--- src/design/smbext_defines.vh ---
// Constants for the SMBus extension block: register indices, fields, resets, timing
// Included by the top design file, the checker and the bench; definitions only
`ifndef SMBEXT_DEFINES_VH
`define SMBEXT_DEFINES_VH

// Register indices (byte address is four times the index)
`define SMBEXT_IDX_CTRL        8'h08
`define SMBEXT_IDX_ADDR2       8'h09
`define SMBEXT_IDX_LTH         8'h0a
`define SMBEXT_IDX_LTL         8'h0b
`define SMBEXT_IDX_ACK         8'h0c
`define SMBEXT_IDX_MATCH       8'h0d

// Control and status fields
`define SMBEXT_FAST_ACK        7
`define SMBEXT_ALERT_EN        6
`define SMBEXT_ADDR2_EN        5
`define SMBEXT_TCK_SEL         4
`define SMBEXT_LOW_FLAG        3
`define SMBEXT_IDLE_FLAG       2
`define SMBEXT_HDL_FLAG        1
`define SMBEXT_HDL_IE          0

// Reset values
`define SMBEXT_RST_CTRL        8'h00
`define SMBEXT_RST_ADDR2       8'hc2
`define SMBEXT_RST_LT          8'h00

// Fixed addresses and timing
`define SMBEXT_ALERT_ADDR      7'h0c
`define SMBEXT_SLOW_DIV        7'd64
`define SMBEXT_HIGH_SHIFT      9
`define SMBEXT_CLK_MHZ         100

`endif

--- src/design/smbext_sync.v ---
// Three-stage synchroniser for one asynchronous pin; output changes when stages two and three agree
// Assumes core_clk domain, asynchronous active-low reset
`timescale 1ns/1ps
module smbext_sync (
    // Clock and reset
    input  wire core_clk,
    input  wire reset_n,
    // Pin and result
    input  wire pinIn,
    output reg  pinOut
);
    reg [2:0] stage_reg;

    always @(posedge core_clk or negedge reset_n) begin
        if (!reset_n) begin
            stage_reg <= 3'h7;
            pinOut    <= 1'b1;
        end else begin
            stage_reg <= {stage_reg[1:0], pinIn};
            if (stage_reg[1] == stage_reg[2]) begin
                pinOut <= stage_reg[2];
            end
        end
    end
endmodule // smbext_sync

--- src/design/smbext_timer.v ---
// Timeout counter: counts while a condition holds, flags on the tick after the count reaches a threshold
// Assumes core_clk domain; tick is a one-cycle enable
`timescale 1ns/1ps
module smbext_timer (
    // Clock and reset
    input  wire        core_clk,
    input  wire        reset_n,
    // Control
    input  wire        tick,
    input  wire        active,
    input  wire [15:0] threshold,
    // Result
    output reg         expired
);
    reg [15:0] count_reg;

    always @(posedge core_clk or negedge reset_n) begin
        if (!reset_n) begin
            count_reg <= 16'h0000;
            expired   <= 1'b0;
        end else if (!active) begin
            count_reg <= 16'h0000;
            expired   <= 1'b0;
        end else if (tick && !expired) begin
            if (count_reg >= threshold) begin
                expired <= 1'b1;
            end else begin
                count_reg <= count_reg + 16'h0001;
            end
        end
    end
endmodule // smbext_timer

--- src/design/smbext_top.v ---
// SMBus extension: ack control, alert and second address match, SCL timeouts, AHB-Lite registers
// Assumes core_clk at 100 MHz, AHB-Lite single word transfers, bus pins asynchronous
//
// Decided for this implementation: the AHB-Lite register port.
`timescale 1ns/1ps
`include "smbext_defines.vh"
module smbext_top (
    // Clock and reset
    input  wire        core_clk,
    input  wire        reset_n,
    // AHB-Lite slave
    input  wire        hsel,
    input  wire [31:0] haddr,
    input  wire [1:0]  htrans,
    input  wire        hwrite,
    input  wire [2:0]  hsize,
    input  wire [31:0] hwdata,
    input  wire        hready,
    output wire        hreadyout,
    output wire        hresp,
    output reg  [31:0] hrdata,
    // Bus lines
    input  wire        sclIn,
    input  wire        sdaIn,
    // Shifter interface
    input  wire        byteReceived,
    input  wire        addrValid,
    input  wire [6:0]  addrIn,
    output reg         ackDrive,
    output reg         ackPending,
    output wire        alertMatch,
    output wire        addr2Match,
    // Interrupt
    output wire        timeoutIrq
);
    reg  [7:0]  ctrl_reg;
    reg  [7:0]  addr2_reg;
    reg  [7:0]  ltHigh_reg;
    reg  [7:0]  ltLow_reg;
    reg         txAck_reg;
    reg         fastAck_reg;
    reg  [5:0]  div_reg;
    reg         wrPend_reg;
    reg  [7:0]  wrIdx_reg;
    reg         lowFlag_reg;
    reg         hdlFlag_reg;
    reg         lowSeen_reg;
    reg         hdlSeen_reg;

    wire        sclSync;
    wire        sdaSync;
    wire        tick;
    wire        lowExpired;
    wire        idleExpired;
    wire        hdlExpired;
    wire [15:0] lowValue;
    wire [15:0] highThreshold;
    wire        lowEnable;
    wire        addrPhase;
    wire [7:0]  rdIdx;
    wire        wrCtrl;

    smbext_sync sclSyncInst (
        .core_clk (core_clk),
        .reset_n  (reset_n),
        .pinIn    (sclIn),
        .pinOut   (sclSync)
    );

    smbext_sync sdaSyncInst (
        .core_clk (core_clk),
        .reset_n  (reset_n),
        .pinIn    (sdaIn),
        .pinOut   (sdaSync)
    );

    // Value from both bytes
    assign lowValue      = {ltHigh_reg, ltLow_reg};
    assign lowEnable     = (lowValue != 16'h0000);
    assign highThreshold = lowValue >> `SMBEXT_HIGH_SHIFT;

    // Counter clock select
    always @(posedge core_clk or negedge reset_n) begin
        if (!reset_n) begin
            div_reg <= 6'h00;
        end else begin
            div_reg <= div_reg + 6'h01;
        end
    end
    assign tick = ctrl_reg[`SMBEXT_TCK_SEL] ? 1'b1 : (div_reg == 6'h3f);

    smbext_timer lowTimer (
        .core_clk  (core_clk),
        .reset_n   (reset_n),
        .tick      (tick),
        .active    (lowEnable && !sclSync),
        .threshold (lowValue),
        .expired   (lowExpired)
    );

    smbext_timer idleTimer (
        .core_clk  (core_clk),
        .reset_n   (reset_n),
        .tick      (tick),
        .active    (sclSync && sdaSync),
        .threshold (highThreshold),
        .expired   (idleExpired)
    );

    smbext_timer hdlTimer (
        .core_clk  (core_clk),
        .reset_n   (reset_n),
        .tick      (tick),
        .active    (sclSync && !sdaSync),
        .threshold (highThreshold),
        .expired   (hdlExpired)
    );

    // AHB-Lite: zero wait states, always OKAY
    assign hreadyout = 1'b1;
    assign hresp     = 1'b0;
    assign addrPhase = hsel && hready && htrans[1];
    assign rdIdx     = haddr[9:2];
    assign wrCtrl    = wrPend_reg && (wrIdx_reg == `SMBEXT_IDX_CTRL);

    always @(posedge core_clk or negedge reset_n) begin
        if (!reset_n) begin
            wrPend_reg <= 1'b0;
            wrIdx_reg  <= 8'h00;
            hrdata     <= 32'h00000000;
        end else begin
            wrPend_reg <= addrPhase && hwrite;
            if (addrPhase) begin
                wrIdx_reg <= rdIdx;
            end
            if (addrPhase && !hwrite) begin
                case (rdIdx)
                    `SMBEXT_IDX_CTRL:  hrdata <= {24'h000000, ctrl_reg[7:4], lowFlag_reg,
                                                  idleExpired, hdlFlag_reg, ctrl_reg[0]};
                    `SMBEXT_IDX_ADDR2: hrdata <= {24'h000000, addr2_reg[7:1], 1'b0};
                    `SMBEXT_IDX_LTH:   hrdata <= {24'h000000, ltHigh_reg};
                    `SMBEXT_IDX_LTL:   hrdata <= {24'h000000, ltLow_reg};
                    `SMBEXT_IDX_ACK:   hrdata <= {30'h00000000, ackPending, txAck_reg};
                    `SMBEXT_IDX_MATCH: hrdata <= {30'h00000000, alertMatch, addr2Match};
                    default:           hrdata <= 32'h00000000;
                endcase
            end
        end
    end

    // Registers written by software
    always @(posedge core_clk or negedge reset_n) begin
        if (!reset_n) begin
            ctrl_reg   <= `SMBEXT_RST_CTRL;
            addr2_reg  <= `SMBEXT_RST_ADDR2;
            ltHigh_reg <= `SMBEXT_RST_LT;
            ltLow_reg  <= `SMBEXT_RST_LT;
        end else if (wrPend_reg) begin
            case (wrIdx_reg)
                `SMBEXT_IDX_CTRL:  ctrl_reg   <= hwdata[7:0];
                `SMBEXT_IDX_ADDR2: addr2_reg  <= {hwdata[7:1], 1'b0};
                `SMBEXT_IDX_LTH:   ltHigh_reg <= hwdata[7:0];
                `SMBEXT_IDX_LTL:   ltLow_reg  <= hwdata[7:0];
                default:           ctrl_reg   <= ctrl_reg;
            endcase
        end
    end

    // Sticky flags, set beats write-one clear
    always @(posedge core_clk or negedge reset_n) begin
        if (!reset_n) begin
            lowFlag_reg <= 1'b0;
            hdlFlag_reg <= 1'b0;
            lowSeen_reg <= 1'b0;
            hdlSeen_reg <= 1'b0;
        end else begin
            lowSeen_reg <= lowExpired;
            hdlSeen_reg <= hdlExpired;
            if (lowExpired && !lowSeen_reg) begin
                lowFlag_reg <= 1'b1;
            end else if (wrCtrl && hwdata[`SMBEXT_LOW_FLAG]) begin
                lowFlag_reg <= 1'b0;
            end
            if (hdlExpired && !hdlSeen_reg) begin
                hdlFlag_reg <= 1'b1;
            end else if (wrCtrl && hwdata[`SMBEXT_HDL_FLAG]) begin
                hdlFlag_reg <= 1'b0;
            end
        end
    end

    assign timeoutIrq = hdlFlag_reg && ctrl_reg[`SMBEXT_HDL_IE];

    // Acknowledge control
    always @(posedge core_clk or negedge reset_n) begin
        if (!reset_n) begin
            txAck_reg   <= 1'b0;
            fastAck_reg <= 1'b0;
            ackDrive    <= 1'b0;
            ackPending  <= 1'b0;
        end else begin
            fastAck_reg <= ctrl_reg[`SMBEXT_FAST_ACK];
            if (wrPend_reg && wrIdx_reg == `SMBEXT_IDX_ACK) begin
                txAck_reg <= hwdata[0];
            end
            if (!fastAck_reg) begin
                ackPending <= 1'b0;
                if (byteReceived) begin
                    ackDrive <= !txAck_reg;
                end
            end else if (byteReceived) begin
                ackPending <= 1'b1;
            end else if (ackPending && wrPend_reg && wrIdx_reg == `SMBEXT_IDX_ACK) begin
                ackDrive   <= !hwdata[0];
                ackPending <= 1'b0;
            end
        end
    end

    // Address comparisons
    assign alertMatch = addrValid && ctrl_reg[`SMBEXT_ALERT_EN] && (addrIn == `SMBEXT_ALERT_ADDR);
    assign addr2Match = addrValid && ctrl_reg[`SMBEXT_ADDR2_EN] && (addrIn == addr2_reg[7:1]);
endmodule // smbext_top

--- config.mk ---
export PLATFORM = sky130hd
export DESIGN_NAME = smbext_top
export DESIGN_NICKNAME = d
export VERILOG_FILES = /design/src/design/smbext_sync.v /design/src/design/smbext_timer.v /design/src/design/smbext_top.v
export VERILOG_INCLUDE_DIRS = /design/src /design/src/design
export SDC_FILE = /design/constraint.sdc
export NUM_CORES = 1
export LEC_CHECK = 0
export BUFFER_PORTS_ARGS = -buffer_cell sky130_fd_sc_hd__buf_2
export CAP_MARGIN = 25
export CORE_ASPECT_RATIO = 0.5
export CORE_UTILIZATION = 40
export CTS_BUF_LIST = sky130_fd_sc_hd__clkbuf_4 sky130_fd_sc_hd__clkbuf_8
export DETAILED_ROUTE_END_ITERATION = 8
export PLACE_DENSITY = 0.58
export SETUP_SLACK_MARGIN = 0.15
export SYNTH_ARGS = -nofsm -noshare
export SYNTH_HDL_FRONTEND = slang
export SYNTH_SLANG_ARGS = --single-unit
--- constraint.sdc ---
create_clock -name core_clk -period 3 [get_ports core_clk]
set_clock_uncertainty 0.2 [all_clocks]
set_input_delay 0.3 -clock core_clk [delete_from_list [all_inputs] [get_ports core_clk]]
set_output_delay 0.3 -clock core_clk [all_outputs]
set_load 0.01 [all_outputs]
==> results_dict.tcl, run 1 <==
set metrics [dict create \
    synth_area_um2 6370 \
    cts-root-buf "clkbuf_8" \
    worstSetupPathType "reg -> reg" \
    yosys_most_used_dff "dfrtp_1" \
    post_drt_wl_per_cell_um 16.4 \
    vias 4681 \
    tightest_slew_ps 834 \
    nets 781 \
    gp_congestion 0.812 \
    drc 0 \
    antenna_cells 0 \
    ys_ff_latch 118 \
    pre_cts_ws_ps 370 \
    grt_overflow 0 \
    synth_top_cell_area_share_pct 42.0 \
    finalSetupTns_ps 0 \
    fmax_mhz 379 \
    seq_area_um2 2970 \
    r2r-end "lowTimer.count_reg[6]" \
    dp_cells 829 \
    synth_common_cells "107 x dfrtp_1, 50 x nand2_1, 34 x ha_1" \
    clock_latency_ps 450 \
    dieArea_um2 16500 \
    die_x_um 181 \
    cts_tree "yes" \
    nFillCells 1418 \
    r2r-start "lowTimer.count_reg[0]" \
    rsz0062_at_grt "false" \
    avgSynthCellArea_um2 10.7 \
    slew_violations 0 \
    finalCriticalPeriod_ps 2640 \
    hold_depth 3 \
    hold_start "haddr[4]" \
    whs_endpoint "hrdata[0]" \
    start_util_pct 41.1 \
    coreArea_um2 15500 \
    grt_pass1_vias 4563 \
    synthArstFlopShare_pct 100 \
    synth_cell_types 65 \
    syn_to_final_growth_pct 16.1 \
    post_cts_buffers 0 \
    track_usage_pct 18.4 \
    num_rows 32 \
    hold_path_class "in -> reg" \
    grt_pass1_wl_um 23600 \
    status "complete, no violations" \
    clk_pin_slew_ps 90 \
    post-route-util_pct 47.8 \
    crit_path_end_kind "flip-flop" \
    h-tree-depth 4 \
    crit_fanout 13 \
    dr.pass1.iters 4 \
    synth_area_leaders "dfrtp_1 42%, ha_1 6.7%, mux2_2 4.6%" \
    leakage_nw 3.46 \
    reg2reg_depth 9 \
    arrival_ps 2820 \
    clockBufferDepth 2 \
    multi_input_area_um2 3120 \
    drive_gt1_share_pct 21.0 \
    portBuffers 45 \
    finalHoldViolations 0 \
    die_y_um 91.3 \
    maxCapViolCount 0 \
    worstPathRequired_ps 3180 \
    worst_slack_ps 365 \
    yosys_warnings 0 \
    numCtsBuffers 17 \
    antenna_left 0 \
    hpwlAfterDp_um 9970 \
    yosysTopAreaCell "dfrtp_1" \
    relSlewSlack_pct 44.4 \
    final_cells 879 \
    clock-sinks 118 \
    hold_slack_ps 37.2 \
    period_share_pct 87.8 \
    dr.first_iter.drc_count 232 \
    synth_edf_count 0 \
    setup_viol 0 \
    ios 124 \
    grt_max_degree 61 \
    syn-instance-count 595 \
    regToRegSetupSlack_ps 360 \
    vdd_drop_max_uv 259 \
    yosysMostFrequentCell "dfrtp_1" \
    grt_antenna_before_repair 0 \
    routed_wl_um 14400 \
    powerDensity_nw_per_um2 498 \
    post_drt_via_cell_ratio 5.33 \
    seq_area_frac_synth_pct 46.5 \
    cp-start-kind "flip-flop" \
]
-- placed cells by master, fill, tap and decap left out, types with 3 or more instances in the layout --
cell type and n:
inv_1 29, nand3_1 22, mux2_2 26, conb_1 26, a21oi_1 20, o311ai_0 3, mux2i_1 23, or4_1 5
clkbuf_8 17, xor2_1 3, buf_4 7, nor2b_1 4, nor4_1 23, buf_2 44, mux4_2 7, a22o_1 4
bufinv_16 4, nand2_1 50, and3_1 15, nand2b_1 24, ha_1 34, o21ai_0 16, clkinvlp_4 3, a32o_1 7
dfrtp_1 107, nand4_1 19, o31ai_1 9, dlygate4sd3_1 18, nor2_1 14, nor3_1 5, inv_6 6, and2_1 11
dfstp_2 11, xnor2_1 8
-- per-layer routing --
metal  global-route usage (%)  up-vias  wire (um)
met3                     4.17       13        446
met5                        0        -          0
met1                     25.6     2296       7310
li1                         -     2275          -
met4                     5.84        0        137
met2                     28.3       97       6500
-- metrics by stage --
step / total power [mW] / cell area, um2
floorplan: 1.91 / 6460
global placement: 2.01 / 6760
detailed placement: 2.02 / 6760
CTS: 3.72 / 7390
global route: 3.84 / 7400
finish: 3.68 / 7400
-- power by group --
group	internal [mW]	total [mW]	switching, mW
Clock	0.927	1.68	0.752
Sequential	1.65	1.70	0.0541
Combinational	0.128	0.304	0.176
-- how the worst max path moves through the flow --
stage	startpoint	end	slack [ps]	depth (start not counted)
global route	lowTimer.count_reg[0]	lowTimer.count_reg[9]	180	9
detailed placement	lowTimer.count_reg[0]	lowTimer.count_reg[12]	370	9
global placement	ltHigh_reg[7]	lowTimer.count_reg[12]	420	7
CTS	lowTimer.count_reg[0]	lowTimer.count_reg[12]	320	9
finish	lowTimer.count_reg[0]	lowTimer.count_reg[6]	360	9
floorplan	lowTimer.count_reg[0]	lowTimer.count_reg[10]	500	8
-- critical path: stages (launching register included) --
cell	delay (ps)
dfrtp_1	410
inv_1	90
ha_1	280
nand2b_1	130
a2111oi_1	410
buf_4	190
o41ai_2	60
buf_4	200
nor4_1	340
mux2i_1	240
-- cell type report --
type	instances	area share (%)
timing repair buffer	71	6.66
sequential	118	40.1
tap	204	3.45
multi-input combinational	424	42.2
clock buffer	17	3.16
inverter	30	1.52
clock inverter	15	2.91
-- logic make-up after synthesis --
logic type	share of synthesized area, %
flip-flops	46.5
buffers and inverters	6.20
AND/OR/NAND/NOR	18.3
XOR/XNOR	1.51
multiplexers	10.7
AO/OA/AOI/OAI	9.70
other	0.118
adder cells (fa/ha/maj)	6.99
-- timing repair --
action                                  4_1_cts  5_1_grt
hold buffers                                 18        0
gates resized for setup                       0        2
endpoints found under the hold margin        97        0
endpoints found under the setup margin        0        4
No activity file was read; power rests on OpenSTA's default activity.
==> inputs of run 2 (changes only) <==
Settings changed: ABC_AREA set to 1.
==> results_dict.tcl, run 2 <==
set metrics [dict create \
    clock_latency_ps 430 \
    setup_viol 0 \
    switching_share_pct 28.7 \
    synth_top_cell_area_share_pct 40.6 \
    cts_tree "yes" \
    clock-sinks 118 \
    grt_max_degree 83 \
    finalSetupTns_ps 0 \
    cp-start-kind "flip-flop" \
    syn_to_final_growth_pct 13.9 \
    powerDensity_nw_per_um2 498 \
    multi_input_area_um2 3090 \
    dp_cells 1078 \
    synthArstFlopShare_pct 100 \
    synth_area_leaders "dfrtp_1 41%, nand2_1 12%, ha_1 6.5%" \
    power.switching_mw 1.08 \
    syn-instance-count 824 \
    start_util_pct 41.9 \
    arrival_ps 2540 \
    routed_wl_um 14800 \
    place_area_um2 6940 \
    layout_common_cells "209 x nand2_1, 107 x dfrtp_1, 91 x nor2_1" \
    seq_power_share_pct 47.7 \
    top_usage_layer "met1" \
    fmax_mhz 419 \
    grt_antenna_before_repair 0 \
    worst_slack_ps 615 \
    post_drt_via_cell_ratio 4.78 \
    p_comb_share_pct 13.2 \
    use_met1_pct 27.0 \
    crit_path_end_kind "flip-flop" \
    num_rows 32 \
    worstPathRequired_ps 3160 \
    period_share_pct 79.5 \
    crit_fanout 17 \
    seq_area_um2 2970 \
    grt.met3_usage_pct 3.97 \
    post_drt_wl_per_cell_um 13.1 \
    dr.pass1.iters 5 \
    final_cells 1127 \
    antenna_left 0 \
    seq_area_frac_synth_pct 45.0 \
    finalHoldViolations 0 \
    clockBufferDepth 2 \
    yosys_warnings 0 \
    gp_congestion 0.818 \
    grt_overflow 0 \
    drc 0 \
    grt_pass1_vias 4854 \
    ys_ff_latch 118 \
    portBuffers 45 \
    relSlewSlack_pct 61.9 \
    dieArea_um2 17000 \
    pre_cts_ws_ps 644 \
    antenna_cells 0 \
    status "complete, no violations" \
    clk_pin_slew_ps 70 \
    coreArea_um2 15700 \
    numCtsBuffers 17 \
    hpwlAfterDp_um 10400 \
    grt.met2_usage_pct 26.8 \
    internal-power_mw 2.67 \
    final_common_cell "nand2_1" \
    yosysTopAreaCell "dfrtp_1" \
    yosys_most_used_dff "dfrtp_1" \
    nets 1012 \
    die_x_um 184 \
    slew_violations 0 \
    synth_common_cells "209 x nand2_1, 107 x dfrtp_1, 91 x nor2_1" \
    finalCriticalPeriod_ps 2380 \
    maxCapViolCount 0 \
    dr.first_iter.drc_count 295 \
    nFillCells 1565 \
    h-tree-depth 4 \
    vias 5389 \
    synth_cell_types 37 \
    rsz0062_at_grt "false" \
    clkPwrFrac_pct 39.1 \
    grt_pass1_wl_um 24300 \
    leakage_nw 4.00 \
    synth_area_um2 6590 \
    track_usage_pct 18.4 \
    final_area_um2 7500 \
    die_y_um 92.8 \
    vdd_drop_max_uv 300 \
    yosysMostFrequentCell "nand2_1" \
    ios 124 \
    avgSynthCellArea_um2 8.00 \
    synth_edf_count 0 \
    tightest_slew_ps 570 \
    worstSetupPathType "reg -> reg" \
    drive_gt1_share_pct 13.2 \
    cts-root-buf "clkbuf_8" \
    hold_path_class "in -> reg" \
]
[run 2: path summary, 6_finish.rpt]
kind	startpoint	endpoint	slack, ps	depth (start not counted)
worst max-delay path	ltHigh_reg[7]	lowTimer.count_reg[10]	620	9
worst min-delay path	haddr[3]	wrIdx_reg[1]	30	3
worst max register to register	ltHigh_reg[7]	lowTimer.count_reg[10]	620	9
worst min register to register	sclSyncInst.stage_reg[0]	sclSyncInst.stage_reg[1]	160	0
max in group asynchronous	reset_n	sdaSyncInst.stage_reg[2]	1560	3
min in group asynchronous	reset_n	hrdata[2]	180	2
[run 2: area by class of cell]
class | count | share of cell area, %
clock buffers | 22 | 3.78
clock inverters | 10 | 1.42
inverters | 93 | 4.65
multi-input cells | 598 | 41.2
flip-flops and latches | 118 | 39.5
well taps | 221 | 3.68
repair buffers | 65 | 5.77
[run 2: through the flow]
| step | hold WS [ps] | power [mW] | utilization [%] |
|---|---|---|---|
| detailed placement | 109 | 2.29 | 44.1 |
| CTS | 12.6 | 3.78 | 47.7 |
| global route | 50.1 | 3.92 | 47.7 |
| floorplan | -196 | 2.14 | - |
| finish | 30.6 | 3.74 | 47.7 |
| global placement | 107 | 2.29 | 44.1 |
[run 2: metal layers]
| layer | part of all wire, % | wire length, um |
|---|---|---|
| met5 | 0 | 0 |
| met4 | 1.3 | 187 |
| met3 | 4.5 | 659 |
| met1 | 52 | 7650 |
| met2 | 43 | 6280 |
[run 2: critical path, cell delays in order, from the launching register on]
cell	delay [ps]
dfrtp_1	380
inv_1	260
ha_1	310
a21oi_1	130
o21ai_0	90
a21oi_1	260
nand3_4	260
nand2_4	260
nand2_1	70
nand2_1	60
[run 2: what timing repair did]
| action | 4_1_cts | 5_1_grt |
|---|---|---|
| resized for setup | 0 | 0 |
| buffers inserted | 0 | 0 |
| endpoints found under the hold margin | 60 | 0 |
| hold buffers | 17 | 0 |
[run 2: power groups by stage]
stage	Clock (mW)	Sequential (mW)	Combinational, mW
6_report	1.46	1.79	0.492
5_1_grt	1.56	1.80	0.570
4_1_cts	1.49	1.78	0.498
3_5_place_dp	0	1.81	0.480
3_3_place_gp	0	1.81	0.473
2_1_floorplan	0	1.79	0.343
[run 2: cell families after synthesis]
group           after synthesis  share of synthesized area, %
flops                       118                          45.0
buf+inv                     132                          9.47
xor+xnor                     27                          3.59
compound gates               90                          7.20
mux                           1                         0.171
other cells                   2                         0.114
simple gates                418                          27.7
fa+ha+maj                    36                          6.76
==> inputs of run 3 (changes only) <==
Settings changed: PLACE_DENSITY 0.58 to 0.6.
Clock period 3 ns to 2 ns, I/O delays scaled along.
==> results_dict.tcl, run 3 (synthesized netlist as in run 2, its figures left out) <==
set metrics [dict create \
    status "finished with violations" \
    violations "setup timing" \
    arrival_ps 2180 \
    drc 0 \
    grt_pass1_vias 5619 \
    total_power_mw 6.19 \
    track_usage_pct 20.5 \
    clock-sinks 118 \
    vdd_drop_max_uv 428 \
    die_x_um 184 \
    clock_latency_ps 440 \
    p_comb_share_pct 19.2 \
    worstSetupPathType "reg -> reg" \
    dp_cells 1139 \
    hold_path_class "in -> reg" \
    numCtsBuffers 17 \
    drive_gt1_share_pct 34.2 \
    powerDensity_nw_per_um2 678 \
    period_share_pct 103 \
    switching_share_pct 29.0 \
    h-tree-depth 4 \
    place_area_um2 7430 \
    post_drt_via_cell_ratio 4.85 \
    relSlewSlack_pct 62.8 \
    clkPwrFrac_pct 37.6 \
    vias 5943 \
    internal-power_mw 4.39 \
    crit_fanout 7 \
    portBuffers 45 \
    nFillCells 1365 \
    fmax_mhz 485 \
    dr.pass1.iters 5 \
    critPathMaxStageDelay_ps 410 \
    clk_pin_slew_ps 70 \
    worstPathRequired_ps 2120 \
    grt_overflow 0 \
    grt_pass1_wl_um 27400 \
    final_common_cell "nand2_1" \
    post_drt_wl_per_cell_um 13.8 \
    worst_slack_ps -60.1 \
    start_util_pct 41.9 \
    finalHoldViolations 0 \
    cp_top_family "simple AND/OR/NAND/NOR gates" \
    grt_max_degree 84 \
    hpwlAfterDp_um 10900 \
    maxCapViolCount 0 \
    slowest_stage "dfrtp_1" \
    ios 124 \
    power.switching_mw 1.79 \
    pre_cts_ws_ps -86.9 \
    leakage_nw 4.55 \
    final_area_um2 9120 \
    dieArea_um2 17000 \
    regToRegSetupSlack_ps -60 \
    antenna_left 0 \
    dr.first_iter.drc_count 415 \
    tightest_slew_ps 556 \
    final_cells 1226 \
    path_buf_inv 3 \
    die_y_um 92.8 \
    grt_antenna_before_repair 0 \
    gp_congestion 0.899 \
    setup_viol 32 \
    routed_wl_um 16900 \
    cts-root-buf "clkbuf_8" \
    slew_violations 0 \
    nets 1111 \
    rsz0062_at_grt "true" \
    cts_tree "yes" \
    crit_path_end_kind "flip-flop" \
    seq_power_share_pct 43.2 \
    finalCriticalPeriod_ps 2060 \
    hold_slack_ps 27.9 \
    clockBufferDepth 2 \
    coreArea_um2 15700 \
    num_rows 32 \
    syn_to_final_growth_pct 38.4 \
    crit_chain "inv_4, buf_6, buf_6, ha_4, nand2_4, nor2_4, o2bb2ai_4, nor2_4, nand3_4, nand2_8, nor2_1" \
    antenna_cells 0 \
    layout_common_cells "160 x nand2_1, 107 x dfrtp_1, 76 x buf_4" \
    cp-start-kind "flip-flop" \
]
## run 3: stage by stage
stage / TNS (ps) / utilization, %
3_3_place_gp: -1370 / 47.2
6_report: -924 / 58.0
4_1_cts: -230 / 54.5
2_1_floorplan: 0 / -
5_1_grt: -5020 / 58.0
3_5_place_dp: -2920 / 47.2
## run 3: path summary, 6_finish.rpt
path / start / end / cells past startpoint
max: ltHigh_reg[7] / idleTimer.count_reg[15] / 11
min: hready / wrPend_reg / 4
max reg2reg: ltHigh_reg[7] / idleTimer.count_reg[15] / 11
min reg2reg: sdaSyncInst.stage_reg[0] / sdaSyncInst.stage_reg[1] / 0
max in group asynchronous: reset_n / addr2_reg[1] / 3
min in group asynchronous: reset_n / idleTimer.count_reg[14] / 3
## run 3: tightest hold or removal path, cell delays in order
cell	delay, ps
buf_2	100
nand3_1	80
buf_4	190
nor2_1	50
## run 3: layout make-up
type / instances / area (um2) / area share (%)
clock buffer: 23 / 292 / 3.20
timing repair buffer: 157 / 1190 / 13.0
multi-input combinational: 604 / 3910 / 42.9
sequential: 118 / 2970 / 32.5
timing repair inverter: 1 / 5.00 / 0.0549
inverter: 93 / 357 / 3.91
tap: 221 / 277 / 3.03
clock inverter: 9 / 126 / 1.39
## run 3: power by group through the flow
stage | Sequential [mW] | Combinational (mW) | Clock (mW)
after global placement | 2.70 | 0.842 | 0
after CTS | 2.66 | 1.06 | 2.35
after detailed placement | 2.70 | 0.862 | 0
final | 2.67 | 1.19 | 2.33
after global routing | 2.69 | 1.32 | 2.46
after floorplan | 2.69 | 0.524 | 0
## run 3: repair_timing
action | CTS | global route
hold endpoints to repair | 161 | 0
setup endpoints to repair | 48 | 64
buffers inserted | 11 | 16
gates cloned | 6 | 1
resized for setup | 83 | 100
hold buffers | 21 | 0
pin swaps | 48 | 43
## run 3: routing by layer
layer / wire (um) / vias up / global-route usage [%]
li1: - / 2952 / -
met1: 8060 / 2807 / 28.4
met2: 7770 / 158 / 32.5
met3: 729 / 26 / 4.01
met4: 301 / 0 / 6.18
met5: 0 / - / 0
